===== config.mk =====
export PLATFORM = sky130hd
export DESIGN_NAME = spsel_top
export DESIGN_NICKNAME = d
export VERILOG_FILES = /design/src/logic/spsel_pkg.sv /design/src/logic/spsel_top.sv /design/src/logic/spsel_clkdiv.sv
export SDC_FILE = /design/constraint.sdc
export NUM_CORES = 1
export LEC_CHECK = 0
export BUFFER_PORTS_ARGS = -buffer_cell sky130_fd_sc_hd__buf_2
export CAP_MARGIN = 20
export CORE_MARGIN = 5
export CORE_UTILIZATION = 55
export CTS_BUF_LIST = sky130_fd_sc_hd__clkbuf_8
export CTS_CLUSTER_DIAMETER = 150
export DETAILED_ROUTE_END_ITERATION = 16
export HOLD_SLACK_MARGIN = 0.02
export PLACE_DENSITY = 0.88
export SETUP_SLACK_MARGIN = 0.1
export SKIP_LAST_GASP = 1
export SYNTH_ARGS = -nofsm -noshare
export SYNTH_HDL_FRONTEND = slang
export SYNTH_HIERARCHICAL = 1
export SYNTH_SLANG_ARGS = --single-unit

===== constraint.sdc =====
create_clock -name CLK -period 4.15 [get_ports CLK]
set_clock_uncertainty 0.15 [all_clocks]
set_input_delay 0.83 -clock CLK [delete_from_list [all_inputs] [get_ports CLK]]
set_output_delay 0.83 -clock CLK [all_outputs]
set_load 0.02 [all_outputs]

===== src/logic/spsel_pkg.sv =====
// Purpose: Constants shared by the status output pin selector.
// Assumes: One crystal clock domain, 32-bit classic Wishbone registers.
// Notes:   Selection codes are 6 bits; bit 6 of each config word inverts.
`default_nettype none
package spsel_pkg;
   localparam int          NPINS        = 3;
   localparam int          PIN_A        = 0;
   localparam int          PIN_B        = 1;
   localparam int          PIN_C        = 2;
   localparam int          CFG_W        = 7;
   localparam int          SEL_MSB      = 5;
   localparam int          INV_BIT      = 6;
   localparam int          ADR_W        = 8;
   localparam int          NSRC         = 32;

   // Register byte offsets
   localparam logic [7:0]  OFS_CFG_A    = 8'h00;
   localparam logic [7:0]  OFS_CFG_B    = 8'h04;
   localparam logic [7:0]  OFS_CFG_C    = 8'h08;
   localparam logic [7:0]  OFS_STATUS   = 8'h0C;

   // Selection codes
   localparam logic [5:0]  SEL_RX_THR   = 6'h00;
   localparam logic [5:0]  SEL_RX_EOP   = 6'h01;
   localparam logic [5:0]  SEL_TX_THR   = 6'h02;
   localparam logic [5:0]  SEL_TX_FULL  = 6'h03;
   localparam logic [5:0]  SEL_RX_OVF   = 6'h04;
   localparam logic [5:0]  SEL_TX_UNF   = 6'h05;
   localparam logic [5:0]  SEL_SYNC     = 6'h06;
   localparam logic [5:0]  SEL_CRC_PKT  = 6'h07;
   localparam logic [5:0]  SEL_CCA      = 6'h09;
   localparam logic [5:0]  SEL_LOCK     = 6'h0A;
   localparam logic [5:0]  SEL_SER_CLK  = 6'h0B;
   localparam logic [5:0]  SEL_SYNC_DAT = 6'h0C;
   localparam logic [5:0]  SEL_ASYN_DAT = 6'h0D;
   localparam logic [5:0]  SEL_CARRIER  = 6'h0E;
   localparam logic [5:0]  SEL_CRC_OK   = 6'h0F;
   localparam logic [5:0]  SEL_AMP_PD   = 6'h1B;
   localparam logic [5:0]  SEL_SLEEP_RUN = 6'h20;
   localparam logic [5:0]  SEL_HIZ      = 6'h2E;
   localparam logic [5:0]  SEL_CONST0   = 6'h2F;
   localparam logic [5:0]  SEL_DIV192   = 6'h3F;

   // Reset contents of the three config words
   localparam logic [6:0]  RST_CFG_A    = {1'b0, SEL_DIV192};
   localparam logic [6:0]  RST_CFG_B    = {1'b0, SEL_HIZ};
   localparam logic [6:0]  RST_CFG_C    = {1'b0, SEL_CONST0};

   // Crystal clock divider
   localparam int          XO_DIV       = 192;
   localparam int          XO_HALF      = XO_DIV / 2;
   localparam int          DIV_W        = 7;
endpackage
`default_nettype wire


===== src/logic/spsel_top.sv =====
// Purpose: Routes radio status, a divided clock or a constant to 3 pins.
// Assumes: Status inputs are on CLK; CHIP_SELECT_N comes from a pin.
// Notes:   Config and status registers sit on a classic Wishbone slave.
//
// Added by the designer: the register addresses and the Wishbone register port.
`timescale 1ns/100ps
`default_nettype none
//
// Contract
// - Three pins, each with 6-bit source code
// - Pin B is serial out while selected
// - Pin B undriven after reset
// - Pin A drives crystal/192 after reset
// - Sleep forces low codes to invert level; pin B to its complement
// - Forced level holds until core ready
// - Codes 0x20 and up run in sleep
// - Code 0x2E leaves pin undriven, except pin B while selected
// - Code 0x00 tracks receive threshold
// - Code 0x01 threshold or end, until empty
// - Codes 0x02/0x03 follow transmit fill level
// - Overflow/underflow flags held until flush
// - Code 0x06 from sync until packet end
// - Code 0x07 good packet until first read
// - Code 0x09 clear channel; test codes idle
// - Code 0x0A synthesizer lock for interrupts
// - Code 0x0B serial clock, invertible
// - Codes 0x0C/0x0D synchronous and asynchronous data
// - Code 0x0E carrier sense, cleared in idle
// - Code 0x0F checksum match, cleared on receive
// - Code 0x1B amplifier power-down signal
// - Code 0x2F constant low, invert gives high
module spsel_top
   import spsel_pkg::*;
(
   input  wire logic                 CLK,
   input  wire logic                 SRST,
   input  wire logic                 WB_CYC_I,
   input  wire logic                 WB_STB_I,
   input  wire logic                 WB_WE_I,
   input  wire logic [spsel_pkg::ADR_W-1:0] WB_ADR_I,
   input  wire logic [3:0]           WB_SEL_I,
   input  wire logic [31:0]          WB_DAT_I,
   output logic      [31:0]          WB_DAT_O,
   output logic                      WB_ACK_O,
   input  wire logic                 CHIP_SELECT_N,
   input  wire logic                 SPI_SO_DATA,
   input  wire logic                 SPI_SO_EN,
   input  wire logic                 RX_AT_THR,
   input  wire logic                 RX_EMPTY,
   input  wire logic                 PKT_END,
   input  wire logic                 TX_AT_THR,
   input  wire logic                 TX_FULL,
   input  wire logic                 RX_OVERFLOW,
   input  wire logic                 TX_UNDERFLOW,
   input  wire logic                 RX_FLUSH,
   input  wire logic                 TX_FLUSH,
   input  wire logic                 SYNC_SEEN,
   input  wire logic                 PKT_DISCARD,
   input  wire logic                 PKT_CRC_GOOD,
   input  wire logic                 RX_FIRST_READ,
   input  wire logic                 CLEAR_CHANNEL,
   input  wire logic                 PLL_LOCK,
   input  wire logic                 SERIAL_CLK,
   input  wire logic                 SYNC_RX_DATA,
   input  wire logic                 ASYNC_RX_DATA,
   input  wire logic                 RSSI_ABOVE,
   input  wire logic                 RADIO_IDLE,
   input  wire logic                 CRC_CHECK_DONE,
   input  wire logic                 CRC_CHECK_PASS,
   input  wire logic                 RX_ENTER,
   input  wire logic                 AMP_POWERDOWN,
   input  wire logic                 SLEEP,
   input  wire logic                 CORE_READY_N,
   output logic                      STATUS_OUT_A,
   output logic                      STATUS_OE_A,
   output logic                      STATUS_OUT_B,
   output logic                      STATUS_OE_B,
   output logic                      STATUS_OUT_C,
   output logic                      STATUS_OE_C
);
   import spsel_pkg::*;

   logic [CFG_W-1:0] cfg_q [NPINS];
   logic [NPINS-1:0] lvl_q;
   logic [NPINS-1:0] oe_q;
   logic [NPINS-1:0] lvl_d;
   logic [NPINS-1:0] oe_d;
   logic [NSRC-1:0]  src;
   logic             cs_meta_q;
   logic             cs_q;
   logic [1:0]       so_meta_q;
   logic [1:0]       so_q;
   logic             div192;
   logic             sleep_hold_q;
   logic             forced;
   logic             rx_eop_q;
   logic             tx_full_q;
   logic             rx_ovf_q;
   logic             tx_unf_q;
   logic             sync_q;
   logic             crc_pkt_q;
   logic             crc_match_q;
   logic             carrier;
   logic             wb_req;
   logic [31:0]      rd_d;

   // Picks the level a code names, before sleep handling and inversion
   function automatic logic pick_src(input logic [5:0] code,
                                     input logic [NSRC-1:0] s,
                                     input logic dv);
      logic r;
      r = 1'b0;
      if (code < SEL_SLEEP_RUN)
      begin
         r = s[code[4:0]];
      end
      else if (code == SEL_DIV192)
      begin
         r = dv;
      end
      return r;
   endfunction

   // Pin B's reset word leaves it undriven
   function automatic logic [CFG_W-1:0] cfg_reset(input int idx);
      logic [CFG_W-1:0] r;
      r = RST_CFG_C;
      if (idx == PIN_A)
      begin
         r = RST_CFG_A;
      end
      else if (idx == PIN_B)
      begin
         r = RST_CFG_B;
      end
      return r;
   endfunction

   // Chip select comes from a pin, serial-out from the serial clock side
   always_ff @(posedge CLK)
   begin
      if (SRST)
      begin
         cs_meta_q <= 1'b1;
         cs_q      <= 1'b1;
         so_meta_q <= '0;
         so_q      <= '0;
      end
      else
      begin
         cs_meta_q <= CHIP_SELECT_N;
         cs_q      <= cs_meta_q;
         so_meta_q <= {SPI_SO_EN, SPI_SO_DATA};
         so_q      <= so_meta_q;
      end
   end

   spsel_clkdiv u_div
   (
      .CLK     (CLK),
      .SRST    (SRST),
      .div_out (div192)
   );

   always_ff @(posedge CLK)
   begin
      if (SRST)
      begin
         sleep_hold_q <= 1'b0;
      end
      else if (SLEEP)
      begin
         sleep_hold_q <= 1'b1;
      end
      else if (!CORE_READY_N)
      begin
         sleep_hold_q <= 1'b0;
      end
   end

   // Forcing starts in the sleep cycle itself, not one later
   assign forced = SLEEP | sleep_hold_q;

   always_ff @(posedge CLK)
   begin
      if (SRST)
      begin
         rx_eop_q <= 1'b0;
      end
      else if (RX_AT_THR || PKT_END)
      begin
         rx_eop_q <= 1'b1;
      end
      else if (RX_EMPTY)
      begin
         rx_eop_q <= 1'b0;
      end
   end

   always_ff @(posedge CLK)
   begin
      if (SRST)
      begin
         tx_full_q <= 1'b0;
      end
      else if (TX_FULL)
      begin
         tx_full_q <= 1'b1;
      end
      else if (!TX_AT_THR)
      begin
         tx_full_q <= 1'b0;
      end
   end

   // sticky overflow and underflow; the event beats a flush
   always_ff @(posedge CLK)
   begin
      if (SRST)
      begin
         rx_ovf_q <= 1'b0;
      end
      else if (RX_OVERFLOW)
      begin
         rx_ovf_q <= 1'b1;
      end
      else if (RX_FLUSH)
      begin
         rx_ovf_q <= 1'b0;
      end
   end

   always_ff @(posedge CLK)
   begin
      if (SRST)
      begin
         tx_unf_q <= 1'b0;
      end
      else if (TX_UNDERFLOW)
      begin
         tx_unf_q <= 1'b1;
      end
      else if (TX_FLUSH)
      begin
         tx_unf_q <= 1'b0;
      end
   end

   // sync to packet end or abort
   always_ff @(posedge CLK)
   begin
      if (SRST)
      begin
         sync_q <= 1'b0;
      end
      else if (SYNC_SEEN)
      begin
         sync_q <= 1'b1;
      end
      else if (PKT_END || PKT_DISCARD || RX_OVERFLOW || TX_UNDERFLOW)
      begin
         sync_q <= 1'b0;
      end
   end

   always_ff @(posedge CLK)
   begin
      if (SRST)
      begin
         crc_pkt_q <= 1'b0;
      end
      else if (PKT_CRC_GOOD)
      begin
         crc_pkt_q <= 1'b1;
      end
      else if (RX_FIRST_READ)
      begin
         crc_pkt_q <= 1'b0;
      end
   end

   always_ff @(posedge CLK)
   begin
      if (SRST)
      begin
         crc_match_q <= 1'b0;
      end
      else if (CRC_CHECK_DONE && CRC_CHECK_PASS)
      begin
         crc_match_q <= 1'b1;
      end
      else if (CRC_CHECK_DONE || RX_ENTER)
      begin
         crc_match_q <= 1'b0;
      end
   end

   assign carrier = RSSI_ABOVE & ~RADIO_IDLE;

   // Test and unlisted codes below 0x20 read as zero
   always_comb
   begin
      src = '0;
      src[SEL_RX_THR[4:0]]   = RX_AT_THR;
      src[SEL_RX_EOP[4:0]]   = rx_eop_q;
      src[SEL_TX_THR[4:0]]   = TX_AT_THR;
      src[SEL_TX_FULL[4:0]]  = tx_full_q;
      src[SEL_RX_OVF[4:0]]   = rx_ovf_q;
      src[SEL_TX_UNF[4:0]]   = tx_unf_q;
      src[SEL_SYNC[4:0]]     = sync_q;
      src[SEL_CRC_PKT[4:0]]  = crc_pkt_q;
      src[SEL_CCA[4:0]]      = CLEAR_CHANNEL;
      src[SEL_LOCK[4:0]]     = PLL_LOCK;
      src[SEL_SER_CLK[4:0]]  = SERIAL_CLK;
      src[SEL_SYNC_DAT[4:0]] = SYNC_RX_DATA;
      src[SEL_ASYN_DAT[4:0]] = ASYNC_RX_DATA;
      src[SEL_CARRIER[4:0]]  = carrier;
      src[SEL_CRC_OK[4:0]]   = crc_match_q;
      src[SEL_AMP_PD[4:0]]   = AMP_POWERDOWN;
   end

   genvar gi;
   generate
      for (gi = 0; gi < NPINS; gi++)
      begin : g_pin
         logic [5:0] code;
         logic       inv;

         assign code = cfg_q[gi][SEL_MSB:0];
         assign inv  = cfg_q[gi][INV_BIT];

         always_comb
         begin
            lvl_d[gi] = 1'b0;
            oe_d[gi]  = 1'b1;
            if (code == SEL_HIZ)
            begin
               oe_d[gi] = 1'b0;
            end
            else if (forced && code < SEL_SLEEP_RUN)
            begin
               lvl_d[gi] = (gi == PIN_B) ? ~inv : inv;
            end
            else
            begin
               lvl_d[gi] = pick_src(code, src, div192) ^ inv;
            end
            if (gi == PIN_B && !cs_q)
            begin
               lvl_d[gi] = so_q[0];
               oe_d[gi]  = so_q[1];
            end
         end

         always_ff @(posedge CLK)
         begin
            if (SRST)
            begin
               lvl_q[gi] <= 1'b0;
               oe_q[gi]  <= (gi != PIN_B);
            end
            else
            begin
               lvl_q[gi] <= lvl_d[gi];
               oe_q[gi]  <= oe_d[gi];
            end
         end
      end
   endgenerate

   assign STATUS_OUT_A = lvl_q[PIN_A];
   assign STATUS_OE_A  = oe_q[PIN_A];
   assign STATUS_OUT_B = lvl_q[PIN_B];
   assign STATUS_OE_B  = oe_q[PIN_B];
   assign STATUS_OUT_C = lvl_q[PIN_C];
   assign STATUS_OE_C  = oe_q[PIN_C];

   // One-cycle ack; the gap after each ack keeps transfers single
   assign wb_req = WB_CYC_I & WB_STB_I & ~WB_ACK_O;

   always_ff @(posedge CLK)
   begin
      if (SRST)
      begin
         WB_ACK_O <= 1'b0;
      end
      else
      begin
         WB_ACK_O <= wb_req;
      end
   end

   generate
      for (gi = 0; gi < NPINS; gi++)
      begin : g_cfg
         localparam logic [7:0] OFS = (gi == PIN_A) ? OFS_CFG_A :
                                      (gi == PIN_B) ? OFS_CFG_B : OFS_CFG_C;

         always_ff @(posedge CLK)
         begin
            if (SRST)
            begin
               cfg_q[gi] <= cfg_reset(gi);
            end
            else if (wb_req && WB_WE_I && WB_SEL_I[0] && WB_ADR_I == OFS)
            begin
               cfg_q[gi] <= WB_DAT_I[CFG_W-1:0];
            end
         end
      end
   endgenerate

   always_comb
   begin
      rd_d = '0;
      case (WB_ADR_I)
         OFS_CFG_A:
         begin
            rd_d[CFG_W-1:0] = cfg_q[PIN_A];
         end
         OFS_CFG_B:
         begin
            rd_d[CFG_W-1:0] = cfg_q[PIN_B];
         end
         OFS_CFG_C:
         begin
            rd_d[CFG_W-1:0] = cfg_q[PIN_C];
         end
         OFS_STATUS:
         begin
            rd_d[0]   = sleep_hold_q;
            rd_d[3:1] = lvl_q;
            rd_d[6:4] = oe_q;
            rd_d[7]   = cs_q;
         end
         default:
         begin
            rd_d = '0;
         end
      endcase
   end

   always_ff @(posedge CLK)
   begin
      if (SRST)
      begin
         WB_DAT_O <= '0;
      end
      else if (wb_req && !WB_WE_I)
      begin
         WB_DAT_O <= rd_d;
      end
   end
endmodule // spsel_top
`default_nettype wire


===== src/logic/spsel_clkdiv.sv =====
// Purpose: Divides the crystal clock down to a square wave level.
// Assumes: Output is sampled as data, never used as a clock inside.
// Notes:   Even divide only; half period is a package constant.
`timescale 1ns/100ps
`default_nettype none
module spsel_clkdiv
(
   input  wire logic CLK,
   input  wire logic SRST,
   output logic      div_out
);
   import spsel_pkg::*;

   localparam logic [DIV_W-1:0] HALF_LAST = DIV_W'(XO_HALF - 1);

   logic [DIV_W-1:0] cnt_q;

   always_ff @(posedge CLK)
   begin
      if (SRST || cnt_q == HALF_LAST)
      begin
         cnt_q <= '0;
      end
      else
      begin
         cnt_q <= cnt_q + DIV_W'(1);
      end
   end

   always_ff @(posedge CLK)
   begin
      if (SRST)
      begin
         div_out <= 1'b0;
      end
      else if (cnt_q == HALF_LAST)
      begin
         div_out <= ~div_out;
      end
   end
endmodule // spsel_clkdiv
`default_nettype wire


==> results of run 1 <==
## kinds of logic (layout without fill, tap and decap cells)
kind of cell,Yosys count,count (layout),synth area share (%)
AOI/OAI and AO/OA,40,40,8.807
xor gates and xnor gates,5,5,1.441
adders and majority gates,1,1,0.4115
buffers and inverters,45,86,8.683
DFF,58,58,45.10
muxes,25,25,14.90
other,1,24,0.1233
and+or+nand+nor,112,112,20.54
## registers in the layout, indices dropped and copies added (netlist names), 2 cells and up
name / count
so_q: 2
so_meta_q: 2
u_div/cnt_q: 7
cfg_q: 21
WB_DAT_O: 8
## through the flow
| stage | utilization [%] | cells | area (µm²) | hold WS [ps] | power, W |
|---|---|---|---|---|---|
| after detailed placement | 60.59 | 407 | 3296 | 263.0 | 0.0007588 |
| final | 64.78 | 423 | 3523 | 279.1 | 0.001343 |
| after floorplan | - | 310 | 3127 | 239.5 | 0.0007306 |
| after CTS | 64.78 | 423 | 3523 | 282.8 | 0.001348 |
| after global routing | 64.78 | 423 | 3523 | 307.3 | 0.001391 |
| after global placement | 60.59 | 407 | 3296 | 242.4 | 0.0007530 |
## power by group
group | internal, W | total, W | switching (W)
combinational | 0.0000556 | 0.000125 | 0.0000698
sequential | 0.000605 | 0.000623 | 0.0000180
clock | 0.000355 | 0.000595 | 0.000240
total | 0.00102 | 0.00134 | 0.000328
## cell usage after synthesis, types with 2 or more instances
cell type | number | share of area (%)
dfxtp_1 | 37 | 24
nor2_1 | 27 | 3.3
buf_4 | 24 | 5.9
edfxtp_1 | 21 | 21
mux4_2 | 16 | 12
nand2b_1 | 15 | 3.1
nand2_1 | 14 | 1.7
a21oi_1 | 12 | 2.0
clkbuf_1 | 10 | 1.2
nor3_1 | 10 | 1.6
a22oi_1 | 7 | 1.7
mux2i_1 | 7 | 2.3
and2_1 | 6 | 1.2
nor2b_1 | 6 | 1.2
inv_1 | 5 | 0.62
nand3_1 | 5 | 0.82
nand4_1 | 5 | 1.0
o21ai_0 | 5 | 0.82
or3_1 | 5 | 1.0
buf_2 | 4 | 0.66
nor4_1 | 3 | 0.62
xor2_1 | 3 | 0.86
a211oi_1 | 2 | 0.49
nand3b_1 | 2 | 0.49
nor3b_1 | 2 | 0.49
o21ai_1 | 2 | 0.33
o2bb2ai_1 | 2 | 0.58
or2_2 | 2 | 0.41
or4b_1 | 2 | 0.66
xnor2_1 | 2 | 0.58
## critical path, delay by kind of cell
family,cells,cell delay (ps)
and+or+nand+nor,5,1580
buffers and inverters,1,90
## worst max-delay path by stage
| stage | depth (start not counted) | to |
|---|---|---|
| final | 6 | cfg_q[1][3] |
| after CTS | 6 | cfg_q[1][3] |
| after detailed placement | 6 | cfg_q[1][3] |
| after global placement | 6 | cfg_q[1][1] |
| after global routing | 6 | cfg_q[1][4] |
| after floorplan | 6 | STATUS_OUT_A |
## routing by layer
metal	GRT usage (%)	vias to the layer above	wire (µm)
met1	24.37	1128	2630
met2	33.36	115	3602
met3	5.299	19	565
met4	12.66	0	221
met5	0	-	0
li1	-	1113	-
## area by class of cell
| cell class | instances | area (µm²) |
|---|---|---|
| fillers | 441 | 1916 |
| multi-input cells | 207 | 1491 |
| flip-flops and latches | 58 | 1371 |
| repair buffers | 64 | 320.3 |
| clock buffers | 10 | 137.6 |
| clock inverters | 6 | 90.09 |
| well taps | 72 | 90.09 |
| inverters | 6 | 22.52 |
==> reports/results.tsv, run 1 <==
metric	value	unit
crit_required	4020	ps
via_per_inst	5.615	
ys.flop_type	dfxtp_1	
port_buffers	64	
power_density	381.3	mW/mm²
hold_violations	0	
tightest_slew	834.5	ps
min_period	2635	ps
max_freq	379.5	MHz
finalCritPeriodShare	63.50	%
leakage	1.406	nW
die_w	84.35	µm
most-common-layout-cells	buf_2 (64), dfxtp_1 (37), nor2_1 (27)	
grt_usage	20.54	%
max-vdd-ir-drop	0.2530	mV
clock-sinks	58	
vias	2375	
fin_ws	1515	ps
drt_iter0_markers	273	
reg2reg_depth	6	
gp_congestion	0.8677	
drive_gt1_share	30.48	%
detail-route-antenna-nets	0	
synthCells	287	
h-tree-depth	3	
slowest_stage	nor4_1	
grt_pass1_wl	11450	µm
start_util	55.90	%
area_growth	15.88	%
dr.pass1.iters	4	
r2r-start	cfg_q[1][0]	
place_ws	1193	ps
post_cts_buffers	0	
syn-cell-area	0.003040	mm²
worstSetupEndpointType	register	
die_area	0.007115	mm²
wire_per_inst	16.60	µm
r2r_slack	1610	ps
rsz0062_at_grt	false	
wl	7020	µm
cpPeakStageDelay	530	ps
cts_hold_buf	0	
cts_tree	yes	
yosysSeqAreaShare	45.10	%
antenna_found_initial	0	
hpwl	5159	µm
ios	117	
layout.nets	425	
yosysWarningCount	6	
grt_max_degree	51	
synth_edf_count	21	
remaining_drc_errors	0	
final_common_cell	buf_2	
worstReg2RegEnd	STATUS_OUT_B	
cts_resized	0	
setup_viol	0	
core_area	0.005439	mm²
grt_pass1_vias	2401	
path_clk_slew	70	ps
hp-class	register to register	
holdPathStages	1	
drv_slew	0	
drv_cap	0	
synth_seq_cells	58	
relSlewSlack	44.37	%
grt.overflow.total	0	
outcome	completed	
whs_endpoint	cs_q	
die_y	84.35	µm
async_reset_ff_share	0	%
cp-start-kind	primary input	
clk_latency	350	ps
diodes	0	
root_buffer	clkbuf_8	
yosysUniqueCellTypes	54	
startpoint	WB_ADR_I[7]	
num_rows	27	
avgSynthCellArea	10.59	µm²
path_class	primary input to register	
cts_buffers	9	
path_max_fanout	7	
clockBufferDepth	2	
path_cells	buf_2 -> nor4_1 -> nand2_1 -> nor4_1 -> nand2_1 -> nand2b_1	
setup-tns-final	0	ps
crit_arrival	2500	ps
min_from	cs_meta_q	
No activity file was read; power rests on OpenSTA's default activity.
==> inputs of run 2 (changes only) <==
- ABC_AREA: unset -> 1
- CORE_UTILIZATION: 55 -> 51
- PLACE_DENSITY: 0.88 -> 0.82
- clock period: 4.15 -> 2.5 ns (I/O delays scaled with it)
==> run 2 against run 1 <==
Effect of this change:
- die area rose by 9.7%
- worst setup slack got worse by 940 ps
- largest power group unchanged
- register-to-register slack got worse by 1000 ps
- sequential power rose by 65%
- critical endpoint is now cfg_q[2][1]
- final cell count rose by 38%
- largest cell class unchanged
- critical path type unchanged
- first-iteration DRC count fell by 3.7%
- combinational power rose by 71%
- non-clock buffer count rose by 3
- clock-buffer cell count rose by 1
==> reports/results.tsv, run 2 <==
metric	value	unit	change
post_cts_buffers	0		unchanged
synthCells	429		+49%
wire_per_inst	13.64	µm	-18%
area_growth	17.74	%	
die_area	0.007807	mm²	+9.7%
outcome	completed		
avgSynthCellArea	7.300	µm²	-31%
max_freq	520.0	MHz	
rsz0062_at_grt	false		
grt_max_degree	23		-55%
synth.top_cells.by_count	nand2_1 (104), inv_1 (56), nor2_1 (53)		
synth_seq_cells	58		unchanged
die_y	88.36	µm	+4.8%
tightest_slew	636.8	ps	-197.7 ps
cts_hold_buf	0		unchanged
path_class	primary input to register		
drv_slew	0		unchanged
final_util	61.91	%	-2.9 points
holdPathStages	2		+1
register_area	0.001371	mm²	unchanged
yosysSeqAreaShare	43.79	%	-1.3 points
core_area	0.005956	mm²	+9.5%
finalCritPeriodShare	76.92	%	
slowest_stage	nor4_4		
gp_congestion	0.9459		+9.0%
power_density	604.8	mW/mm²	+59%
relSlewSlack	57.39	%	+13 points
synth_top_cell_area_share	23.65	%	-0.71 points
synth_edf_count	21		unchanged
max_flop_register	cfg_q		
detail-route-antenna-nets	0		unchanged
final_common_cell	nand2_1		
remaining_drc_errors	0		unchanged
die_w	88.36	µm	+4.8%
grt_pass1_vias	2840		+18%
crit_required	2360	ps	-1660 ps
dr.pass1.iters	5		+1
vias	2979		+25%
most-common-layout-cells	nand2_1 (104), buf_2 (64), inv_1 (57)		
min_period	1923	ps	
grt_usage	21.34	%	+0.80 points
setup-tns-final	0	ps	unchanged
setup_viol	0		unchanged
start_util	52.58	%	-3.3 points
largest_register_ffs	21		unchanged
clk_latency	340	ps	about the same
path_max_fanout	7		unchanged
yosysMostFrequentCell	nand2_1		
ys.flop_type	dfxtp_1		
cpPeakStageDelay	400	ps	-130 ps
multi_input_area	0.001406	mm²	-5.7%
layout.nets	581		+37%
cp-start-kind	primary input		
antenna_found_initial	0		unchanged
cts_buffers	9		unchanged
cts_resized	0		unchanged
yosysWarningCount	6		unchanged
clockBufferDepth	2		unchanged
via_per_inst	5.119		-8.8%
drv_cap	0		unchanged
hp-class	primary input to register		
syn-cell-area	0.003132	mm²	+3.0%
ys_top_cells_by_area	dfxtp_1 (24%), edfxtp_1 (20%), nand2_1 (12%)		
path_cells	buf_2 -> nor4_4 -> nand3_1 -> nor2_1 -> nand2_1 -> nand2_1		
worstSetupEndpointType	register		
root_buffer	clkbuf_8		
grt.overflow.total	0		unchanged
hold_violations	0		unchanged
num_rows	28		+3.7%
n_fill_cell	535		+21%
wl	7938	µm	+13%
h-tree-depth	3		unchanged
cts_tree	yes		
drt_iter0_markers	263		-3.7%
reg.largest.list	cfg_q: 21 flops, WB_DAT_O: 8 flops, u_div/cnt_q: 7 flops		
cpMostUsedCell	nand2_1		
port_buffers	64		unchanged
path_clk_slew	60	ps	about the same
leakage	1.768	nW	+26%
reg2reg_depth	12		+6
diodes	0		unchanged
synth_top_area_cell	dfxtp_1		
async_reset_ff_share	0	%	unchanged
clock-sinks	58		unchanged
yosysUniqueCellTypes	34		-37%
max-vdd-ir-drop	0.3301	mV	+30%
crit_arrival	1780	ps	-720 ps
grt_pass1_wl	12680	µm	+11%
ios	117		unchanged
hpwl	6278	µm	+22%
drive_gt1_share	21.30	%	-9.2 points
holdWs	196.0	ps	-83.13 ps
[run 2: changes by cell type after synthesis, sizes merged, moves of 14 or more]
cell and delta:
nand2 +91, mux4 -16, o21ai +18, nor2 +33
nand2b -15, a21oi +14, inv +59, nand3 +16
[run 2: area by class of cell]
class / count / area share [%]
tap: 75 / 2.545
timing repair buffer: 67 / 9.298
clock buffer: 11 / 4.106
sequential: 58 / 37.19
clock inverter: 5 / 2.104
multi-input combinational: 301 / 38.14
inverter: 65 / 6.617
[run 2: cell families (layout without fill, tap and decap cells)]
family                     count (synthesis)  after routing  synth area share, %
AOI/OAI and AO/OA                         68             68                12.19
xor gates and xnor gates                   1              1               0.2797
adders and majority gates                  1              1               0.3995
buffers and inverters                     93            148                14.06
DFF                                       58             58                43.79
other                                      1             24               0.1197
and+or+nand+nor                          207            207                29.16
[run 2: final timing paths]
kind,end,slack (ps),start
worst max-delay path,cfg_q[2][1],580,WB_ADR_I[5]
worst min-delay path,cs_meta_q,200,CHIP_SELECT_N
worst max register to register,STATUS_OUT_A,600,cfg_q[0][0]
worst min register to register,so_q[1],250,so_meta_q[1]
[run 2: routing by layer]
metal | vias up | global-route usage (%) | wire length [µm]
li1 | 1484 | - | -
met1 | 1345 | 26.25 | 3352
met2 | 136 | 36.37 | 3759
met3 | 14 | 5.121 | 711
met4 | 0 | 7.830 | 115
met5 | - | 0 | 0
[run 2: power by group]
part	leakage [nW]	internal (W)	switching, W
combinational	1.17	0.0000696	0.000144
clock	0.121	0.000612	0.000375
sequential	0.479	0.00101	0.0000240
total	1.77	0.00169	0.000543
[run 2: critical path, delay by kind of cell]
| family | cells | cell delay (ps) |
|---|---|---|
| buf+inv | 1 | 110 |
| simple gates | 5 | 1170 |
[run 2: stage by stage]
step | cell area (µm²) | power, W | instances | worst slack [ps]
after floorplan | 3218 | 0.001205 | 452 | 549.0
after global placement | 3458 | 0.001255 | 566 | 306.4
after detailed placement | 3458 | 0.001260 | 566 | 250.0
after CTS | 3687 | 0.002240 | 582 | 606.7
after global routing | 3687 | 0.002315 | 582 | 438.4
final | 3687 | 0.002230 | 582 | 576.9
==> inputs of run 3 (changes only) <==
- ABC_AREA: 1 -> 0
- PLACE_DENSITY: 0.82 -> 0.83
- clock period: 2.5 -> 2 ns (I/O delays scaled with it)
==> run 3 against run 2 <==
Effect of this change:
- the flow now finishes with violations (setup timing)
- largest cell class unchanged
- critical path type is now register to register
- sequential power is 25% higher
- wire length is 4.1% lower
- power is 24% higher
- final cell count is 23% lower
- combinational power is 43% higher
- critical path depth is 1 higher
==> reports/results.tsv, run 3 (synthesized netlist as in run 1, its figures left out) <==
metric	value	unit	change
outcome	complete, but fails checks		
failed_checks	setup timing		
drive_gt1_share	38.30	%	+17 points
fin_ws	-155.2	ps	-732.2 ps
gp_congestion	0.9067		-4.1%
largest_register_ffs	21		unchanged
final_common_cell	buf_2		
path_clk_slew	70	ps	about the same
start_util	51.97	%	-0.62 points
die_y	87.21	µm	-1.3%
leakage	1.565	nW	-12%
setup_viol	3		+3
path_max_fanout	2		-5
max_freq	464.0	MHz	
reg.largest.list	cfg_q: 21 flops, WB_DAT_O: 8 flops, u_div/cnt_q: 7 flops		
die_area	0.007606	mm²	-2.6%
crit_arrival	2290	ps	+510 ps
path_class	register to register		
clockBufferDepth	2		unchanged
core_area	0.005851	mm²	-1.8%
num_rows	28		unchanged
grt_pass1_vias	2489		-12%
cts_buffers	9		unchanged
max-vdd-ir-drop	0.4384	mV	+33%
power_density	729.8	mW/mm²	+21%
wl	7614	µm	-4.1%
via_per_inst	5.545		+8.3%
p_sw_share	23.61	%	-0.74 points
p_switching	0.0006555	W	+21%
hold_violations	0		unchanged
drt_iter0_markers	353		+34%
p_total	0.002776	W	+24%
h-tree-depth	3		unchanged
die_w	87.21	µm	-1.3%
comb_power_share	11.0	%	+1.4 points
remaining_drc_errors	0		unchanged
cts_tree	yes		
grt_max_degree	21		-8.7%
vias	2501		-16%
antenna_found_initial	0		unchanged
clk_latency	340	ps	about the same
grt_usage	20.90	%	-0.44 points
most-common-layout-cells	buf_2 (62), dfxtp_1 (37), nor2_1 (26)		
crit_required	2130	ps	-230 ps
clkPwrFrac	42.6	%	-1.6 points
area_growth	25.10	%	
layout.nets	450		-23%
port_buffers	64		unchanged
min_period	2155	ps	
ios	117		unchanged
grt.overflow.total	0		unchanged
drv_slew	0		unchanged
final_util	65.01	%	+3.1 points
grt_pass1_wl	12010	µm	-5.3%
cp-start-kind	register		
clock-sinks	58		unchanged
worstSetupEndpointType	register		
dr.pass1.iters	4		-1
intPower	0.002120	W	+26%
detail-route-antenna-nets	0		unchanged
diodes	0		unchanged
hp-class	primary input to register		
max_flop_register	cfg_q		
root_buffer	clkbuf_8		
cts_hold_buf	0		unchanged
seqPwrFrac	46.4	%	+0.2 points
wire_per_inst	16.88	µm	+24%
drv_cap	0		unchanged
hpwl	5680	µm	-9.5%
rsz0062_at_grt	true		
finalCritPeriodShare	107.8	%	
## run 3: cell types whose count changed in the layout (fill, tap and decap cells not counted), sizes merged, moves of 18 or more
cell,previous run,this run
nand2,105,14
inv,66,7
nor2,60,27
buf,67,89
o21ai,25,7
## run 3: through the flow
step / setup slack (ps) / instances / TNS [ps] / area [µm²] / hold slack [ps]
CTS: -134.3 / 449 / -397.5 / 3726 / 78.01
floorplan: -51.32 / 310 / -129.5 / 3158 / 239.5
global placement: -231.7 / 431 / -5770 / 3481 / 243.8
finish: -155.2 / 451 / -386.1 / 3804 / 93.49
global route: -269.5 / 451 / -633.5 / 3804 / 73.73
detailed placement: -314.5 / 431 / -7248 / 3481 / 252.8
## run 3: worst max-delay path, cell delays in order, from the launching register on
cell and delay (ps):
edfxtp_1 380, buf_4 130, mux4_2 490, o2bb2ai_2 140, a311oi_1 50, o31a_1 280
or4_1 400, nand3_1 90
## run 3: what timing repair did
action | 4_1_cts | 5_1_grt
gates resized for setup | 3 | 13
pin swaps | 3 | 6
setup buffers | 2 | 2
endpoints found under the setup margin | 3 | 30
## run 3: final cells by class
type | instances | area [µm²]
tap | 75 | 93.84
multi-input combinational | 207 | 1569
fill | 433 | 2047
clock inverter | 6 | 81.33
sequential | 58 | 1371
clock buffer | 10 | 137.6
timing repair buffer | 89 | 528.0
inverter | 6 | 22.52
## run 3: power groups by stage
| stage | registers [W] | clock network, W | logic (W) |
|---|---|---|---|
| 2_1_floorplan | 0.00131 | 0 | 0.000212 |
| 3_3_place_gp | 0.00131 | 0 | 0.000275 |
| 3_5_place_dp | 0.00131 | 0 | 0.000284 |
| 6_report | 0.00129 | 0.00118 | 0.000305 |
| 5_1_grt | 0.00129 | 0.00126 | 0.000331 |
| 4_1_cts | 0.00129 | 0.00120 | 0.000290 |
## run 3: worst paths after layout
kind / from / slack (ps) / endpoint / cells after the start
setup / recovery: cfg_q[1][0] / -160 / STATUS_OUT_B / 7
hold / removal: CHIP_SELECT_N / 90 / cs_meta_q / 2
setup reg to reg: cfg_q[1][0] / -160 / STATUS_OUT_B / 7
hold reg to reg: cs_meta_q / 260 / cs_q / 1
## run 3: routing by layer
metal | share of wire [%] | vias to the layer above | global-route usage [%]
met2 | 53 | 140 | 36.16
met4 | 2.4 | 0 | 9.763
met3 | 9.4 | 16 | 5.298
met1 | 36 | 1185 | 24.15
li1 | - | 1160 | -
met5 | 0 | - | 0
